**config.mk**
```make
export PLATFORM = sky130hd
export DESIGN_NAME = sbh_store_buffer_hazard_unit
export DESIGN_NICKNAME = d
export VERILOG_FILES = /design/src/design/sbh_store_buffer_hazard_unit.v
export VERILOG_INCLUDE_DIRS = /design/src /design/src/pkg
export SDC_FILE = /design/constraint.sdc
export NUM_CORES = 1
export LEC_CHECK = 0
export BUFFER_PORTS_ARGS = -buffer_cell sky130_fd_sc_hd__buf_2
export CORE_ASPECT_RATIO = 1.25
export CORE_MARGIN = 3
export CORE_UTILIZATION = 42
export DETAILED_ROUTE_END_ITERATION = 7
export HOLD_SLACK_MARGIN = 0.06
export PLACE_DENSITY = 0.66
export SETUP_SLACK_MARGIN = 0.5
export SYNTH_ARGS = -nofsm -noshare
export SYNTH_HDL_FRONTEND = slang
export SYNTH_SLANG_ARGS = --single-unit
```
**constraint.sdc**
```tcl
create_clock -name mclk -period 10.4 [get_ports mclk]
set_clock_uncertainty 0.15 [all_clocks]
set_input_delay 2.6 -clock mclk [delete_from_list [all_inputs] [get_ports mclk]]
set_output_delay 2.6 -clock mclk [all_outputs]
set_load 0.05 [all_outputs]
```
**src/pkg/sbh_consts.vh**
```
// Constants for the store buffer hazard unit
`ifndef SBH_CONSTS_VH
`define SBH_CONSTS_VH

// ==========================================================
// Controller states
`define SBH_ST_IDLE 2'h0
`define SBH_ST_SECOND 2'h1

// ==========================================================
// Load size codes (bytes = 1 << code)
`define SBH_SIZE_BYTE 2'h0
`define SBH_SIZE_HALF 2'h1
`define SBH_SIZE_WORD 2'h2

// ==========================================================
// Conflict compare fields
`define SBH_CMP_LSB 2
`define SBH_PAGE_MSB 9
`define SBH_FULL_MSB 31

// ==========================================================
// Reset values
`define SBH_RST_ADDR 32'h00000000
`define SBH_RST_DATA 32'h00000000
`define SBH_RST_MASK 4'h0

`endif

```
**src/design/sbh_store_buffer_hazard_unit.v**
```verilog
// Single-entry store buffer with load conflict detection and split circular loads
//
// Contract
// - Loads start memory access in decode stage, stores one stage later in execute.
// - Exactly one store buffer entry resolves store-then-load port contention.
// - Local store in execute with load in decode is parked; load accesses first.
// - Buffered store drains on the next store or an idle port cycle.
// - Only local RAM or cache stores are buffered; bus stores go immediately, in order.
// - Conflict when any requested load byte is held in the store buffer.
// - On conflict the load is cancelled, buffer written, then the conflicting access (first, or wrapped base) retried.
// - With translation active and either side translated, compare address bits 9:0 only.
// - Without active translation, conflict compare uses the full address.
// - Wrapping circular word load splits: top of buffer first, then its base.
// - The wrapped second access is checked against the store buffer too.
// - Wrap is seen when a circular item crosses the buffer limit.
`timescale 1ns/1ps
`include "sbh_consts.vh"

module sbh_store_buffer_hazard_unit (
	// Clock, reset, enable
	input wire mclk,
	input wire sys_rst,
	input wire clkEn,
	// Translation control
	input wire mmuEnable,
	// Decode-stage load request
	input wire ldValid,
	input wire [31:0] ldAddr,
	input wire [1:0] ldSize,
	input wire ldTranslated,
	input wire ldCirc,
	input wire [31:0] circBase,
	input wire [15:0] circIndex,
	input wire [15:0] circLength,
	output reg ldAccept,
	output reg ldCancel,
	// Execute-stage store request
	input wire stValid,
	input wire [31:0] stAddr,
	input wire [3:0] stByteEn,
	input wire [31:0] stData,
	input wire stLocal,
	input wire stTranslated,
	output reg stAccept,
	// Memory port towards local data RAM or data cache
	output reg memReq,
	output reg memWrite,
	output reg [31:0] memAddr,
	output reg [3:0] memByteEn,
	output reg [31:0] memWData,
	output reg memSplitSecond,
	// Buffer status
	output wire bufOccupied
);

	// ==========================================================
	// Helpers

	// Lane mask for n bytes from a byte offset inside one word
	function [3:0] laneMask;
		input [1:0] off;
		input [2:0] n;
		reg [7:0] ones;
		begin
			ones = (8'h01 << n) - 8'h01;
			laneMask = 4'h0;
			laneMask = ones[3:0] << off;
		end
	endfunction

	// ==========================================================
	// State

	localparam [1:0] ST_IDLE = `SBH_ST_IDLE;
	localparam [1:0] ST_SECOND = `SBH_ST_SECOND;
	reg [1:0] state;
	reg bufValid;
	reg [31:0] bufAddr;
	reg [3:0] bufMask;
	reg [31:0] bufData;
	reg bufTrans;
	reg [31:0] secAddr;
	reg [3:0] secMask;
	reg secTrans;

	reg [1:0] next_state;
	reg next_bufValid;
	reg [31:0] next_bufAddr;
	reg [3:0] next_bufMask;
	reg [31:0] next_bufData;
	reg next_bufTrans;
	reg [31:0] next_secAddr;
	reg [3:0] next_secMask;
	reg next_secTrans;
	reg next_memReq;
	reg next_memWrite;
	reg [31:0] next_memAddr;
	reg [3:0] next_memByteEn;
	reg [31:0] next_memWData;
	reg next_memSplitSecond;

	assign bufOccupied = bufValid;

	// ==========================================================
	// First access geometry and wrap detection

	wire [2:0] ldBytes = 3'h1 << ldSize;
	wire [16:0] ldEnd = {1'b0, circIndex} + {14'h0, ldBytes};
	wire ldWrap = ldCirc && (ldEnd > {1'b0, circLength});
	wire [15:0] topBytesFull = circLength - circIndex;
	wire [2:0] topBytes = topBytesFull[2:0];
	wire [2:0] baseBytes = ldBytes - topBytes;
	wire [31:0] acc1Addr = ldCirc ? (circBase + {16'h0, circIndex}) : ldAddr;
	wire [3:0] acc1Mask = laneMask(acc1Addr[1:0], ldWrap ? topBytes : ldBytes);
	wire [3:0] acc2Mask = laneMask(circBase[1:0], baseBytes);

	// ==========================================================
	// Conflict compare against the buffered store

	// Page bits only when translation may move the upper address bits
	wire pageOnly1 = mmuEnable && (bufTrans || ldTranslated);
	wire pageOnly2 = mmuEnable && (bufTrans || secTrans);
	wire hiMatch1 = (acc1Addr[`SBH_FULL_MSB:`SBH_PAGE_MSB+1] ==
		bufAddr[`SBH_FULL_MSB:`SBH_PAGE_MSB+1]);
	wire hiMatch2 = (secAddr[`SBH_FULL_MSB:`SBH_PAGE_MSB+1] ==
		bufAddr[`SBH_FULL_MSB:`SBH_PAGE_MSB+1]);
	wire loMatch1 = (acc1Addr[`SBH_PAGE_MSB:`SBH_CMP_LSB] ==
		bufAddr[`SBH_PAGE_MSB:`SBH_CMP_LSB]);
	wire loMatch2 = (secAddr[`SBH_PAGE_MSB:`SBH_CMP_LSB] ==
		bufAddr[`SBH_PAGE_MSB:`SBH_CMP_LSB]);
	// Overlap checked per byte lane, not only per word
	wire conflict1 = bufValid && loMatch1 && (pageOnly1 || hiMatch1) &&
		(|(acc1Mask & bufMask));
	wire conflict2 = bufValid && loMatch2 && (pageOnly2 || hiMatch2) &&
		(|(secMask & bufMask));

	// ==========================================================
	// Port arbitration and next state
	always @* begin
		next_state = state;
		next_bufValid = bufValid;
		next_bufAddr = bufAddr;
		next_bufMask = bufMask;
		next_bufData = bufData;
		next_bufTrans = bufTrans;
		next_secAddr = secAddr;
		next_secMask = secMask;
		next_secTrans = secTrans;
		next_memReq = 1'b0;
		next_memWrite = 1'b0;
		next_memAddr = memAddr;
		next_memByteEn = memByteEn;
		next_memWData = memWData;
		next_memSplitSecond = 1'b0;
		ldAccept = 1'b0;
		ldCancel = 1'b0;
		stAccept = 1'b0;
		case (state)
			ST_IDLE: begin
				if (ldValid && conflict1) begin
					// Cancel the load and commit the entry; load comes back next cycle
					ldCancel = 1'b1;
					next_memReq = 1'b1;
					next_memWrite = 1'b1;
					next_memAddr = bufAddr;
					next_memByteEn = bufMask;
					next_memWData = bufData;
					next_bufValid = 1'b0;
				end else if (stValid && bufValid) begin
					// Older entry first keeps store order; new store waits a cycle
					next_memReq = 1'b1;
					next_memWrite = 1'b1;
					next_memAddr = bufAddr;
					next_memByteEn = bufMask;
					next_memWData = bufData;
					next_bufValid = 1'b0;
				end else if (stValid && (!ldValid || !stLocal)) begin
					// Store issues from execute; a bus store holds the load back
					stAccept = 1'b1;
					next_memReq = 1'b1;
					next_memWrite = 1'b1;
					next_memAddr = {stAddr[31:2], 2'h0};
					next_memByteEn = stByteEn;
					next_memWData = stData;
				end else if (ldValid) begin
					// Load issues from decode; a local store beside it is parked
					if (stValid) begin
						stAccept = 1'b1;
						next_bufValid = 1'b1;
						next_bufAddr = {stAddr[31:2], 2'h0};
						next_bufMask = stByteEn;
						next_bufData = stData;
						next_bufTrans = stTranslated;
					end
					next_memReq = 1'b1;
					next_memAddr = {acc1Addr[31:2], 2'h0};
					next_memByteEn = acc1Mask;
					if (ldWrap) begin
						next_state = ST_SECOND;
						next_secAddr = circBase;
						next_secMask = acc2Mask;
						next_secTrans = ldTranslated;
					end else begin
						ldAccept = 1'b1;
					end
				end else if (bufValid) begin
					// Idle port cycle drains the entry
					next_memReq = 1'b1;
					next_memWrite = 1'b1;
					next_memAddr = bufAddr;
					next_memByteEn = bufMask;
					next_memWData = bufData;
					next_bufValid = 1'b0;
				end
			end
			ST_SECOND: begin
				if (conflict2) begin
					// Wrapped half hits the entry: flush, then retry the base access
					ldCancel = 1'b1;
					next_memReq = 1'b1;
					next_memWrite = 1'b1;
					next_memAddr = bufAddr;
					next_memByteEn = bufMask;
					next_memWData = bufData;
					next_bufValid = 1'b0;
				end else begin
					ldAccept = 1'b1;
					next_memReq = 1'b1;
					next_memAddr = {secAddr[31:2], 2'h0};
					next_memByteEn = secMask;
					next_memSplitSecond = 1'b1;
					next_state = ST_IDLE;
				end
			end
			default: begin
				next_state = ST_IDLE;
			end
		endcase
	end

	// ==========================================================
	// Registers, frozen while the clock enable is low
	always @(posedge mclk) begin
		if (sys_rst) begin
			state <= ST_IDLE;
			bufValid <= 1'b0;
			bufAddr <= `SBH_RST_ADDR;
			bufMask <= `SBH_RST_MASK;
			bufData <= `SBH_RST_DATA;
			bufTrans <= 1'b0;
			secAddr <= `SBH_RST_ADDR;
			secMask <= `SBH_RST_MASK;
			secTrans <= 1'b0;
			memReq <= 1'b0;
			memWrite <= 1'b0;
			memAddr <= `SBH_RST_ADDR;
			memByteEn <= `SBH_RST_MASK;
			memWData <= `SBH_RST_DATA;
			memSplitSecond <= 1'b0;
		end else if (clkEn) begin
			state <= next_state;
			bufValid <= next_bufValid;
			bufAddr <= next_bufAddr;
			bufMask <= next_bufMask;
			bufData <= next_bufData;
			bufTrans <= next_bufTrans;
			secAddr <= next_secAddr;
			secMask <= next_secMask;
			secTrans <= next_secTrans;
			memReq <= next_memReq;
			memWrite <= next_memWrite;
			memAddr <= next_memAddr;
			memByteEn <= next_memByteEn;
			memWData <= next_memWData;
			memSplitSecond <= next_memSplitSecond;
		end
	end

endmodule // sbh_store_buffer_hazard_unit

```
* After elaboration in Yosys (flattened, before gate mapping)
Cells that the tools add are included.
Word-level totals: flip-flop bits (word level) 178, output and inout port bits 75
Operators by class: add/subtract/negate cells 6, order comparisons 1, equality and inequality tests 17, shifts and indexed selects 5, muxes and demuxes 65, bitwise logic cells 5, reductions and logical operators 29
Operators with widths (count):
- $mux W32 | 13
- $pmux W32 S2 | 2
- $eq A22 B22 Y1 | 2
- $add A32 B16 Y32 | 1
- $mux W1 | 30
- $mux W4 | 6
- $reduce_and A7 Y1 | 3
- $add A16 B3 Y17 | 1
- $gt A17 B16 Y1 | 1
- $eq A8 B8 Y1 | 2
- $ne A5 B5 Y1 const B | 3
- $ne A2 B2 Y1 const B | 7
- $logic_and A1 B1 Y1 | 12
- $mux W2 | 6
- $pmux W1 S2 | 5
- $reduce_and A5 Y1 | 2
- $and A4 B4 Y4 | 2
- $pmux W4 S2 | 1
- $reduce_or A4 Y1 | 2
- $shl A1 B3 Y4 const A | 2
- $shl A4 B2 Y4 | 2
- $sub A4 B1 Y4 const B | 2
- $ne A6 B6 Y1 const B | 1
- $sub A3 B3 Y3 | 2
- 11 further kinds | 18

* Depth between registers and ports, before layout
depth in word-level cells 14, depth in mapped cells 30, gate-level depth less buffers 28

* Worst setup path before layout
OpenSTA, ideal clock, no wires.
kind in2out, start point input ldSize[0], end point output ldCancel, data arrival time 9.464 ns, data required time 7.650 ns, slack -1.814 ns, stages on the path 24, path buffers 0, cell sequence nor2_1 ha_1 inv_1 fa_1 o21bai_1 a21oi_1 and2_1 and4_1 xor2_1 ha_1 a2111oi_0 o21ai_0 nor4_2 nor2_1 nor2_1 a21oi_1 ha_1 or3_1 a211oi_1 nor2_1 a221oi_1 a211oi_1 or4b_2 o41ai_1
On the way: word-level cells in the longest chain between the ends 14
RTL lines:
- start, declared | line sbh_store_buffer_hazard_unit.v:29 | input wire [1:0] ldSize,
- $shl A1 B2 Y3 * | line sbh_store_buffer_hazard_unit.v:107 | wire [2:0] ldBytes = 3'h1 << ldSize;
- $add A16 B3 Y17 | line sbh_store_buffer_hazard_unit.v:108 | wire [16:0] ldEnd = {1'b0, circIndex} + {14'h0, ldBytes};
- $gt A17 B16 Y1 | line sbh_store_buffer_hazard_unit.v:109 | wire ldWrap = ldCirc && (ldEnd > {1'b0, circLength});
- $logic_and A1 B1 Y1 | line sbh_store_buffer_hazard_unit.v:109
- $mux W3 * | line sbh_store_buffer_hazard_unit.v:114 | wire [3:0] acc1Mask = laneMask(acc1Addr[1:0], ldWrap ? topBytes : ldBytes);
- $shl A1 B3 Y4 * | line sbh_store_buffer_hazard_unit.v:65 | ones = (8'h01 << n) - 8'h01;
- $sub A4 B1 Y4 * | line sbh_store_buffer_hazard_unit.v:65
- $shl A4 B2 Y4 * | line sbh_store_buffer_hazard_unit.v:67 | laneMask = ones[3:0] << off;
- $and A4 B4 Y4 * | line sbh_store_buffer_hazard_unit.v:133 | (|(acc1Mask & bufMask));
- $reduce_or A4 Y1 * | line sbh_store_buffer_hazard_unit.v:133
- $logic_and A1 B1 Y1 * | line sbh_store_buffer_hazard_unit.v:132 | wire conflict1 = bufValid && loMatch1 && (pageOnly1 || hiMatch1) &&
- $logic_and A1 B1 Y1 * | line sbh_store_buffer_hazard_unit.v:160 | if (ldValid && conflict1) begin
- $mux W1 * | line sbh_store_buffer_hazard_unit.v:160
- $pmux W1 S2 * | line sbh_store_buffer_hazard_unit.v:158 | case (state)
- end, declared | line sbh_store_buffer_hazard_unit.v:36 | output reg ldCancel,
Every way passes the cells marked *; elsewhere a longest branch is shown, timed or not.

* Final worst setup path
start point input ldSize[1], end point output ldCancel
Same word-level chain as after synthesis.

==> summary.md <==
| Metric | Value |
|---|---|
| Status | `complete, but fails checks` |
| Failing checks | `setup timing` |
| CP startpoint | `ldSize[1]` |
| Final period utilization | `104%` |
| Worst EP required | `7.65 ns` |
| Placer Congestion | `0.962` |
| Critical Path Sink Type | `primary output` |
| Post-DRT Antenna Nets | `0` |
| NetSw | `683 µW` |
| CTS tree | `done` |
| Share of synthesized registers carrying an async set or reset | `0%` |
| First-pass GRT wire length | `76.9 mm` |
| Register bit total from synthesis | `173` |
| Comb power frac | `29.5%` |
| CTS Hold Bufs | `0` |
| Synth Warn # | `0` |
| Largest net degree at the start of global routing | `105` |
| Total gr overflow | `0` |
| Syn avg cell area | `7.32 µm²` |
| P_int | `1.27 mW` |
| CTS root buf | `clkbuf_16` |
| Pwr per Cell Area | `121 mW/mm²` |
| DP Cell Count | `2,390` |
| Flop2flop setup slack | `5.21 ns` |
| Synth Flop Type | `dfxtp_1` |
| I/O pin total | `251` |
| Vias in the first global route | `13,800` |
| F_max | `92.7 MHz` |
| Worst-Skew Late Latency | `0.44 ns` |
| DIE AREA | `0.0340 mm²` |
| Worst reg2reg path startpoint | `bufAddr[19]$_SDFFE_PP0P_` |
| CTS Buf Count | `17` |
| Final setup margin | `-0.387 ns` |
| CTS clk-pin slew, worst paths | `0.07 ns` |
| Fin crit period | `10.79 ns` |
| Largest cells by area after synthesis | `dfxtp_1 (26%), a21oi_1 (8.7%), nand2_1 (7.4%)` |
| Worst path max stage delay | `0.57 ns` |
| Final cell count without fillers | `2,445` |
| Final Setup Violations | `3` |
| Leakage | `6.87 nW` |
| Worst slew pin tran | `1.23 ns` |
| Residual DRC | `0` |
| Mapped cell area | `0.0134 mm²` |
| IO buf count | `246` |
| Min-delay src | `bufData[29]$_SDFFE_PP0P_` |
| Net Sw Frac | `35.0%` |
| Syn-to-layout area delta | `20.6%` |
| Initial antenna violation count | `0` |
| Die height | `206 µm` |
| Synth area leader | `dfxtp_1` |
| Die Wd | `166 µm` |
| Synth unique cells | `84` |
| DR vias/cell | `6.01` |
| Place WS | `-0.668 ns` |
| Core Region | `0.0312 mm²` |
| Initial drt markers | `1,555` |
| Worst hold slack | `0.304 ns` |
| WL/cell | `20.5 µm` |
| Seq/Total Area, Yosys | `25.9%` |
| Number of max-cap violations | `0` |
| CTS Buffer Depth | `2` |
| Setup crit start kind | `input port` |
| Max_slew headroom | `17.7%` |
| Total Power | `1.95 mW` |
| Antenna cells | `0` |
| Clock power frac | `34.1%` |
| Max-slew violations | `0` |
| Share of cells above drive strength 1 | `22.5%` |
| Post-Route WL | `50.2 mm` |
| Cells after Synth | `1,827` |
| Top cell type's share of synthesized area | `25.9%` |
| Seq pwr share | `36.4%` |
| Row count | `72` |
| Hold Vio Cnt, Final | `0` |
| Crit path arrival time | `8.04 ns` |
| Final net count | `2,243` |
| Total track usage | `28.1%` |
| Critical path fanouts, max | `4` |
| # clock sinks | `173` |
| Drt pass-1 iters | `5` |
| Vias | `14,700` |
| RSZ-0062 raised after global routing | `true` |
| DPL Wire Length | `36.2 mm` |
| Kind of critical path | `input port to primary output` |
| Worst path slowest cell | `or4b_4` |
| Htree depth | `4` |
| Post-synth EDFFs | `0` |
| Initial Util | `42.9%` |
| Worst min path class | `flip-flop to flip-flop` |
| Peak supply drop | `0.000161 V` |
-- synth_stat cells, types with 36 or more instances --
master	count
o21ai_0	111
clkbuf_1	116
inv_1	53
dfxtp_1	173
a21oi_1	232
mux2i_1	44
nand2_1	264
xor2_1	53
nor2_1	90
nor2b_1	48
nand3_1	114
ha_1	38
xnor2_1	52
nor3_1	36
-- worst paths after layout --
kind,endpoint,cells after the start
hold / removal,bufData[29]$_SDFFE_PP0P_,2
hold reg to reg,bufData[29]$_SDFFE_PP0P_,2
setup reg to reg,memWData[9]$_SDFFE_PP0P_,14
setup / recovery,ldCancel,29
-- flip-flops by register name (all words and copies together) (netlist names), 4 cells and up --
register	count
bufMask	4
bufAddr	30
memAddr	30
memByteEn	4
memWData	32
bufData	32
secAddr	30
secMask	4
-- power groups by stage --
stage | sequential [mW] | clock (mW) | combinational, mW
floorplan | 0.763 | 0 | 0.322
global placement | 0.724 | 0 | 0.537
detailed placement | 0.725 | 0 | 0.544
CTS | 0.710 | 0.676 | 0.561
global route | 0.713 | 0.699 | 0.624
finish | 0.711 | 0.666 | 0.576
-- cell families (layout without fill, tap and decap cells) --
kind of cell	after synthesis	count (layout)	synth area share, %
compound gates	552	552	25.5
flops	173	173	25.9
xor+xnor	107	107	7.22
fa+ha+maj	42	42	4.15
mux	80	80	7.14
simple gates	664	664	23.8
other cells	1	2	0.0280
buf+inv	208	418	6.24
-- cell type report --
type | instances | area (µm²)
Fill cell | 3122 | 15000
Multi-Input combinational cell | 1447 | 9370
Sequential cell | 173 | 3460
Timing Repair Buffer | 333 | 2000
Tap cell | 407 | 509
Clock buffer | 19 | 443
Inverter | 53 | 199
Clock inverter | 13 | 156
-- placed cells by master (no fill, tap or decap), types with 8 or more instances in the layout --
cell,Yosys,routed
o211ai_1,15,15
xnor2_1,52,52
nor2_1,90,84
o21a_1,14,14
and3_1,9,8
and4_1,9,8
a21o_1,20,20
a31oi_1,12,12
nor4_1,16,15
nand4_1,15,15
and2_1,10,8
mux2_4,29,29
o22ai_1,14,14
inv_1,53,52
nor2b_1,48,46
dfxtp_1,173,172
buf_6,4,14
buf_2,13,240
nand3_1,114,113
a211oi_1,28,25
o31a_1,12,12
nand2_1,264,263
mux2i_1,44,44
nand2b_1,9,8
ha_1,38,36
a21oi_1,232,228
a32o_1,9,9
nand3b_1,8,8
clkbuf_16,0,17
o21ai_0,111,107
nor3_1,36,34
buf_4,2,75
xor2_1,53,53
-- per-stage QoR --
stage               setup TNS, ns  area, µm²  utilization (%)
CTS                        -0.666      16000             51.5
finish                     -0.853      16100             51.8
floorplan                   -1.29      13500                -
global placement            -1.32      15100             48.6
detailed placement          -1.44      15100             48.6
global route                -1.85      16100             51.8
-- worst max-delay path, delay by kind of cell --
| kind | cells | cell delay (ns) |
|---|---|---|
| AOI/OAI and AO/OA | 11 | 1.86 |
| xor gates and xnor gates | 1 | 0.14 |
| adders and majority gates | 4 | 0.97 |
| buffers and inverters | 5 | 0.64 |
| and+or+nand+nor | 8 | 1.81 |
-- metal layers --
metal	vias up	part of all wire [%]	global-route usage (%)
li1	6914	-	-
met4	0	4.4	13.4
met5	-	0	0
met1	6932	42	37.2
met3	123	7.7	4.52
met2	731	46	45.0
-- repair_timing --
action,in CTS,in global routing
pin swaps,32,8
setup endpoints to repair,3,3
buffers inserted,18,5
resized for setup,39,12
Note: power is estimated with default switching activity, not from simulation.
